[config.mk]
export PLATFORM = sky130hd
export DESIGN_NAME = ppsac_top
export DESIGN_NICKNAME = d
export VERILOG_FILES = /design/src/design/ppsac_pkg.sv /design/src/design/ppsac_regs.sv /design/src/design/ppsac_top.sv
export SDC_FILE = /design/constraint.sdc
export NUM_CORES = 1
export LEC_CHECK = 0
export ABC_AREA = 1
export BUFFER_PORTS_ARGS = -buffer_cell sky130_fd_sc_hd__buf_2
export CAP_MARGIN = 40
export CORE_ASPECT_RATIO = 0.9
export CORE_MARGIN = 3
export CORE_UTILIZATION = 55
export DETAILED_ROUTE_END_ITERATION = 7
export PLACE_DENSITY = 0.83
export SLEW_MARGIN = 15
export SYNTH_ARGS = -nofsm -noshare
export SYNTH_HDL_FRONTEND = slang
export SYNTH_SLANG_ARGS = --single-unit
[constraint.sdc]
create_clock -name i_clk -period 2.63 [get_ports i_clk]
set_input_delay 0.526 -clock i_clk [delete_from_list [all_inputs] [get_ports i_clk]]
set_output_delay 0.526 -clock i_clk [all_outputs]
set_load 0.05 [all_outputs]
[src/design/ppsac_pkg.sv]
// Purpose: shared constants and types for the parallel port strobe/location configuration block
// Assumes: 16-bit registers reached over a plain strobe port
// Notes:   offsets are word indices on the plain register port
package ppsac_pkg;

  localparam int unsigned PPSAC_DATA_W = 16;
  localparam int unsigned PPSAC_ADDR_W = 4;
  localparam int unsigned PPSAC_LOC_W  = 11;

  // register offsets
  localparam logic [3:0] PPSAC_OFS_CONTROL  = 4'h0;
  localparam logic [3:0] PPSAC_OFS_LOCATION = 4'h1;
  localparam logic [3:0] PPSAC_OFS_PIN_EN   = 4'h2;

  // control register fields; the chip select bits sit in the location and pin enable registers
  localparam int unsigned PPSAC_BIT_RD_POL   = 0;
  localparam int unsigned PPSAC_BIT_WR_POL   = 1;
  localparam int unsigned PPSAC_BIT_BE_POL   = 2;
  localparam int unsigned PPSAC_BIT_MODE_LO  = 8;
  localparam int unsigned PPSAC_BIT_CS_ACT   = 14;
  localparam int unsigned PPSAC_BIT_CS_PINEN = 14;

  // implemented bits and reset values
  localparam logic [15:0] PPSAC_CONTROL_MASK = 16'h0307;
  localparam logic [15:0] PPSAC_LOC_MASK     = 16'h47FF;
  localparam logic [15:0] PPSAC_RESET_CONTROL  = 16'h0000;
  localparam logic [15:0] PPSAC_RESET_LOCATION = 16'h0000;
  localparam logic [15:0] PPSAC_RESET_PIN_EN   = 16'h0000;
  localparam logic [10:0] PPSAC_SMALL_PKG_MASK = 11'h003;

  typedef enum logic [1:0] {
    PPSAC_SLAVE_LEGACY,
    PPSAC_SLAVE_BUFFERED,
    PPSAC_MASTER_TWO,
    PPSAC_MASTER_ONE
  } ppsac_mode_e;

  // raw strobe requests from the transfer engine, all active high
  typedef struct packed {
    logic rd;
    logic wr;
    logic be;
    logic cs;
    logic latch_hi;
    logic latch_lo;
  } ppsac_req_s;

  // pad-level outputs
  typedef struct packed {
    logic [10:0] loc;
    logic [10:0] loc_en;
    logic        read_strobe_pin;
    logic        write_strobe_pin;
    logic        byte_enable_pin;
    logic        first_chip_select_pin;
    logic        first_chip_select_en;
  } ppsac_pads_s;

endpackage : ppsac_pkg

[src/design/ppsac_regs.sv]
// Purpose: register file of the strobe/location configuration block
// Assumes: one-cycle strobes, never both at once
// Notes:   read data are valid only in the cycle after the read strobe
`timescale 1ns/1ns
`default_nettype none
module ppsac_regs
  import ppsac_pkg::*;
(
  // clock and reset
  input  wire logic                    i_clk,
  input  wire logic                    i_reset_n,
  // register port
  input  wire logic [PPSAC_ADDR_W-1:0] i_addr,
  input  wire logic [15:0]             i_wdata,
  input  wire logic                    i_wr,
  input  wire logic                    i_rd,
  output logic      [15:0]             o_rdata,
  // register contents
  output logic      [15:0]             o_control,
  output logic      [15:0]             o_location,
  output logic      [15:0]             o_pin_en
);

  ////////////////////////////////////////////////////////////////////////
  // writes; unimplemented bits never store so they read zero
  always_ff @(posedge i_clk or negedge i_reset_n)
  begin
    if (!i_reset_n)
    begin
      o_control  <= PPSAC_RESET_CONTROL;
      o_location <= PPSAC_RESET_LOCATION;
      o_pin_en   <= PPSAC_RESET_PIN_EN;
    end
    else if (i_wr)
    begin
      if (i_addr == PPSAC_OFS_CONTROL)
        o_control <= i_wdata & PPSAC_CONTROL_MASK;
      else if (i_addr == PPSAC_OFS_LOCATION)
        o_location <= i_wdata & PPSAC_LOC_MASK;
      else if (i_addr == PPSAC_OFS_PIN_EN)
        o_pin_en <= i_wdata & PPSAC_LOC_MASK;
    end
  end

  ////////////////////////////////////////////////////////////////////////
  // reads; unmapped offsets answer zero
  always_ff @(posedge i_clk or negedge i_reset_n)
  begin
    if (!i_reset_n)
      o_rdata <= 16'h0000;
    else if (i_rd)
    begin
      if (i_addr == PPSAC_OFS_CONTROL)
        o_rdata <= o_control;
      else if (i_addr == PPSAC_OFS_LOCATION)
        o_rdata <= o_location;
      else if (i_addr == PPSAC_OFS_PIN_EN)
        o_rdata <= o_pin_en;
      else
        o_rdata <= 16'h0000;
    end
    else
      o_rdata <= 16'h0000;
  end

endmodule : ppsac_regs
`default_nettype wire

[src/design/ppsac_top.sv]
// Purpose: strobe polarity, location and pin ownership for a parallel port
// Assumes: the transfer engine raises active-high strobe requests
// Notes:   every pad output is registered, so pads follow requests one cycle late
`timescale 1ns/1ns
`default_nettype none

module ppsac_top
  import ppsac_pkg::*;
#(
  parameter bit SMALL_PACKAGE = 1'b0
)
(
  // clock and reset
  input  wire logic                    i_clk,
  input  wire logic                    i_reset_n,
  // register port
  input  wire logic [PPSAC_ADDR_W-1:0] i_addr,
  input  wire logic [15:0]             i_wdata,
  input  wire logic                    i_wr,
  input  wire logic                    i_rd,
  output logic      [15:0]             o_rdata,
  // transfer engine
  input  wire ppsac_req_s              i_req,
  input  wire logic                    i_latch_mode,
  output ppsac_mode_e                  o_mode,
  // pads
  output ppsac_pads_s                  o_pads
);

  logic [15:0]  control;
  logic [15:0]  location;
  logic [15:0]  pin_en;
  logic [10:0]  live_en;
  ppsac_mode_e  mode;
  ppsac_pads_s  next_pads;

  ////////////////////////////////////////////////////////////////////////
  // register file
  ppsac_regs u_regs (
    .i_clk      (i_clk),
    .i_reset_n  (i_reset_n),
    .i_addr     (i_addr),
    .i_wdata    (i_wdata),
    .i_wr       (i_wr),
    .i_rd       (i_rd),
    .o_rdata    (o_rdata),
    .o_control  (control),
    .o_location (location),
    .o_pin_en   (pin_en)
  );

  // apply an active level: high when pol set, low otherwise
  function automatic logic ppsac_level(input logic pol, input logic act);
    return pol ? act : ~act;
  endfunction : ppsac_level

  ////////////////////////////////////////////////////////////////////////
  // missing pads on the small package are never enabled
  always_comb
  begin
    live_en = pin_en[10:0];
    if (SMALL_PACKAGE)
      live_en = live_en & PPSAC_SMALL_PKG_MASK;
    mode = ppsac_mode_e'(control[PPSAC_BIT_MODE_LO +: 2]);
  end

  ////////////////////////////////////////////////////////////////////////
  // pad values; location pads show latch strobes or address bits
  always_comb
  begin
    next_pads        = '0;
    next_pads.loc_en = live_en;
    next_pads.loc    = location[10:0] & live_en;
    if (i_latch_mode)
    begin
      // pads 1 and 0 as latch strobes, kept high-active
      next_pads.loc[1] = live_en[1] & i_req.latch_hi;
      next_pads.loc[0] = live_en[0] & i_req.latch_lo;
    end
    // in mode 11 the read pad and the write pad both carry the combined strobe rd | wr
    case (mode)
      PPSAC_MASTER_ONE:
      begin
        next_pads.read_strobe_pin  = ppsac_level(control[PPSAC_BIT_RD_POL], i_req.rd | i_req.wr);
        next_pads.write_strobe_pin = ppsac_level(control[PPSAC_BIT_WR_POL], i_req.wr | i_req.rd);
      end
      default:
      begin
        next_pads.read_strobe_pin  = ppsac_level(control[PPSAC_BIT_RD_POL], i_req.rd);
        next_pads.write_strobe_pin = ppsac_level(control[PPSAC_BIT_WR_POL], i_req.wr);
      end
    endcase
    next_pads.byte_enable_pin = ppsac_level(control[PPSAC_BIT_BE_POL], i_req.be);
    // chip select only with both bits set unless location line 10 is enabled; pad left to port I/O while pin enable bit 14 is clear
    next_pads.first_chip_select_en  = pin_en[PPSAC_BIT_CS_PINEN];
    next_pads.first_chip_select_pin = pin_en[PPSAC_BIT_CS_PINEN]
                                      & location[PPSAC_BIT_CS_ACT] & i_req.cs;
    // a pad carrying location line 10 ignores location bit 14 and the request; its enable still follows pin enable bit 14
    if (live_en[PPSAC_LOC_W-1])
      next_pads.first_chip_select_pin = location[PPSAC_LOC_W-1];
  end

  ////////////////////////////////////////////////////////////////////////
  // registered outputs so pads never glitch on decode
  always_ff @(posedge i_clk or negedge i_reset_n)
  begin
    if (!i_reset_n)
    begin
      o_pads <= '0;
      o_mode <= PPSAC_SLAVE_LEGACY;
    end
    else
    begin
      o_pads <= next_pads;
      o_mode <= mode;
    end
  end

endmodule : ppsac_top
`default_nettype wire

; ---- After elaboration in Yosys (flattened, before gate mapping)
; Index checks and enable logic that the tools add are counted.
[totals]
reg_bits = 74
latch_bits = 0
ram_bits = 0
romBits = 0
in_bits = 31
word_cells = 43
n_memories = 0
[op_classes]
n_addsub = 0
mul = 0
div_mod_pow = 0
n_lt_le_gt_ge = 0
eq_ne = 3
n_shift = 0
n_mux = 12
n_bitwise = 12
n_reduce_logical = 4
[ops]
columns = operator, count
row1 = $mux 16, 3
row2 = $mux 15, 1
row3 = $and 11x11->11, 1
row4 = $mux 1, 6
row5 = $not 1->1, 6
row6 = $and 1x1->1, 4
row7 = $eq 4x1->1 const B, 1
row8 = $eq 4x2->1 const B, 1
row9 = $logic_not 4->1, 1
row10 = $mux 2, 2
row11 = $reduce_and 4->1, 1
row12 = $reduce_and 3->1, 1
row13 = $eq 2x2->1 const B, 1
row14 = $reduce_and 2->1, 1
row15 = $or 1x1->1, 1

; ---- Depth between registers and ports, before layout
[logic_depth]
depth_word = 5
ltp_mapped = 7
mapped_depth_nobuf = 5

; ---- Hierarchy
; From an unflattened synthesis, not the netlist that was laid out.
[unflattened]
cells_unflattened = 291
area_unflattened_um2 = 2927.8
[modules_own_cells]
columns = mod, n_inst, cells_per_inst, area_per_inst_um2
row1 = ppsac_regs, 1, 220, 2029.4
row2 = ppsac_top, 1, 71, 898.4

; ---- Worst setup path after synthesis
; OpenSTA, ideal clock, no wires.
[synth_path]
kind = input -> register
start = input i_addr[1]
end = register u_regs.o_pin_en[0]
arrival_ns = 1.225
required_ns = 2.512
setup_slack_ns = 1.287
cell_stages = 7
cell_sequence = buf_6 -> inv_2 -> nor2_4 -> nand3_4 -> buf_6 -> nand2_1 -> o21ai_2
[synth_via]
elab_chain_len = 3
elab_cells_between_ends = 6
[synth_rtl]
columns = item, line_no
row1 = "start, declared", ppsac_top.sv:17  ; input wire logic [PPSAC_ADDR_W-1:0] i_addr,
row2 = $eq 4x1->1 / $logic_not 4->1 (equally long branches), "ppsac_regs.sv:38, ppsac_regs.sv:36"
row3 = $not 1->1 (no source line), -
row4 = $reduce_and 4->1 (no source line) *, -
row5 = "end signal, assigned", ppsac_regs.sv:41  ; o_pin_en <= i_wdata & PPSAC_LOC_MASK;
row6 = "end, declared", ppsac_regs.sv:21  ; output logic [15:0] o_pin_en
; Mark *: on every way between the ends. The rest lies on a longest branch, timed or not.
; A chain may end at the register's enable or synchronous reset.

; ---- Worst setup path in the final report
[layout_path]
start = register o_pads[23] in the netlist's numbering
end = output o_pads[23] in the netlist's numbering
[layout_lines]
columns = item, line_no
row1 = "start, declared", ppsac_top.sv:27  ; output ppsac_pads_s o_pads
row2 = "start signal, assigned", ppsac_top.sv:114  ; o_pads <= next_pads;
; No word-level cell between the ends.

==> summary.md <==
| Metric | Value |
|---|---|
| Outcome | finished clean |
| I/O Buffers | 67 |
| Antenna diodes | 0 |
| Final worst path period share | 55.4% |
| Maximum buffer depth of the clock tree | 2 |
| Chip width | between 80 and 90 microns |
| Final WL | between 5 and 6 mm |
| Initial antenna violation count | 0 |
| Fin Setup TNS | 0 ns |
| Layout cell share with drive strength beyond 1 | between 20% and 30% |
| Core ar. | 0.00463 sq mm |
| Die Height | 73.1 microns |
| Leakage power total | 0.00186 uW |
| Top FF cell, synth | dfrtp_1 |
| Hold buffer count at cts | 0 |
| Critical Path Fanout Max | 1 |
| Post-synth design cell area | between 0.002 and 0.003 sq mm |
| Crit path buf inv count | 1 |
| Synth Instances | approximately 270 |
| Row count | 23 |
| Synth warn | 0 |
| DR pass1 iterations | 4 |
| Worst EP required | 2.10 ns |
| DP HPWL | 3.56 mm |
| Arrival @ worst endpoint | 0.93 ns |
| Clk_skew | 0.00245 ns |
| CTS Buf Count | 9 |
| Syn_area_per_cell | 10.2 sq um |
| First-pass GRT wire length | 8.70 mm |
| PwrDens | 846 mW/mm^2 |
| Startpoint Class | flop |
| HP Class | in2async |
| Largest area contributor in the synthesized netlist | dfrtp_1 |
| Total power | 2790 uW |
| Largest cells by area after synthesis | dfrtp_1 (64%), nand2_1 (8.2%), nand3_1 (5.5%) |
| R2r endpoint | o_pads[4] |
| Grt total ovfl | 0 |
| Wire per inst | 12.8 microns |
| Cells on worst reg2reg path | 5 |
| Fmax | 687 MHz |
| Final Hold Fails | 0 |
| Core Util, Final | 71.1% |
| Yosys cell types | 21 |
| Most frequent cell after synthesis | dfrtp_1 |
| EDFF count, synth | 0 |
| Post-route ant nets | 0 |
| Clock Latency Late Sink | 0.33 ns |
| Synthesized flop and latch total | 70 |
| Post-synthesis sequential area ratio | between 60% and 70% |
| Peak VDD IR | 0.000434 V |
| Via density | slightly below 5 |
| Fin nets | 373 |
| Vias after detailed routing | 1974 |
| FF-to-FF Start | u_regs.o_control[8] |
| Final min period | 1.46 ns |
| CP cell instances | buf_2 |
| Tot GR Track Use | 19.8% |
| Flop-to-flop setup slack | approximately 1.7 ns |
| Worst Setup End Kind | output port |
| Resize count post-CTS | 0 |
| RSZ-0062 raised after global routing | no |
| Htree depth | 3 |
| Final setup fails | 0 |
| CTS sink count | 70 |
| Slowest CP cell | dfrtp_1 |
| Final GP Congestion | just over 0.8 |
| Hold Slack | 0.0828 ns |
| Total die area | 0.00589 sq mm |
| Vias in the first global route | 1885 |
| Largest net degree at the start of global routing | 71 |
| Remaining DRCs | 0 |
| CTS Root Cell | clkbuf_8 |
| Initial Util | 59.4% |
| Top Ports | 76 |
| Synthesis-to-finish area growth | 19.7% |
| FFs w/ async S/R, synth | 100% |
| CP delay by family, top | flip-flops |
| TritonCTS clock tree | built |
| WS Path Type | reg2out |
| Top cells by count, synth | dfrtp_1 (70), nand2_1 (60), inv_1 (37) |
| Max-slew violation count | 0 |
| Largest stage delay, worst path | 0.34 ns |
| 1st-iter DRT viols | 164 |
| Register clock-pin slew on the reported worst setup and hold paths | approximately 0.070 ns |
| Setup bufs post-CTS | 0 |
| Max-Cap Viols | 0 |
| Synth top area share | 63.6% |
worst max-delay path by stage:
stage,startpoint,endpoint,slack (ns),depth (start not counted)
after global placement,i_addr[1],u_regs.o_pin_en[7],0.93,6
after floorplan,i_addr[1],u_regs.o_pin_en[0],1.29,7
after global routing,o_pads[23],o_pads[23],1.14,1
after detailed placement,i_addr[1],u_regs.o_pin_en[3],0.92,6
final,o_pads[23],o_pads[23],1.17,1
after CTS,o_pads[23],o_pads[23],1.17,1
final cells by class:
class / instances / area [sq um]
fill: 351 / 1340
sequential: 70 / 1750
clock buffer: 15 / 186
inverter: 39 / 146
multi-input combinational: 152 / 756
tap: 62 / 77.6
timing repair buffer: 70 / 378
power by group:
part,internal (uW),leakage (uW),total [uW],switching [uW]
sequential,1250,0.000911,1350,106
combinational,153,0.000849,633,480
clock,442,0.0000958,801,359
per-stage QoR:
step / setup slack (ns) / instance area [sq um] / instances
3_5_place_dp: 0.924 / 3080 / 392
5_1_grt: 1.14 / 3300 / 408
4_1_cts: 1.17 / 3270 / 407
3_3_place_gp: 0.930 / 3080 / 392
2_1_floorplan: 1.29 / 2770 / 274
6_report: 1.17 / 3300 / 408
flip-flops by register name, summed over array words and instances (netlist names):
register / count
o_pads: 27
u_regs.o_control: 5
u_regs.o_pin_en: 12
u_regs.o_rdata: 12
o_mode: 2
u_regs.o_location: 12
cells by family after synthesis:
family | after synthesis | synth area share (%)
XOR/XNOR | 1 | 0.318
other | 1 | 0.136
flip-flops | 70 | 63.6
AO/OA/AOI/OAI | 41 | 7.86
AND/OR/NAND/NOR | 106 | 18.7
buffers and inverters | 52 | 9.36
metal layers:
| metal | vias to the layer above | global-route usage [%] | routed length [microns] |
|---|---|---|---|
| li1 | 985 | - | - |
| met1 | 915 | 25.9 | 2210 |
| met2 | 60 | 31.9 | 2580 |
| met3 | 14 | 4.69 | 304 |
| met4 | 0 | 8.63 | 106 |
| met5 | - | 0 | 0 |
cells in the final DEF, fill, tap and decap left out:
| cell | synthesis | final |
|---|---|---|
| buf_16 | 0 | 1 |
| nand3_2 | 1 | 1 |
| inv_2 | 2 | 2 |
| a21oi_1 | 7 | 7 |
| o21ai_0 | 9 | 9 |
| nor2_1 | 4 | 4 |
| nand3_4 | 2 | 2 |
| buf_4 | 6 | 2 |
| nor2_8 | 1 | 1 |
| conb_1 | 1 | 4 |
| nor2b_1 | 5 | 5 |
| inv_1 | 37 | 37 |
| nor2_4 | 2 | 2 |
| dfrtp_1 | 70 | 70 |
| buf_2 | 2 | 67 |
| clkbuf_1 | 0 | 2 |
| nor2_2 | 1 | 1 |
| o21ai_1 | 22 | 22 |
| clkbuf_8 | 0 | 13 |
| o21ai_2 | 3 | 3 |
| nand3_1 | 30 | 30 |
| xnor2_1 | 1 | 1 |
| nand2_1 | 60 | 60 |
No activity file was read; power rests on OpenSTA's default activity.
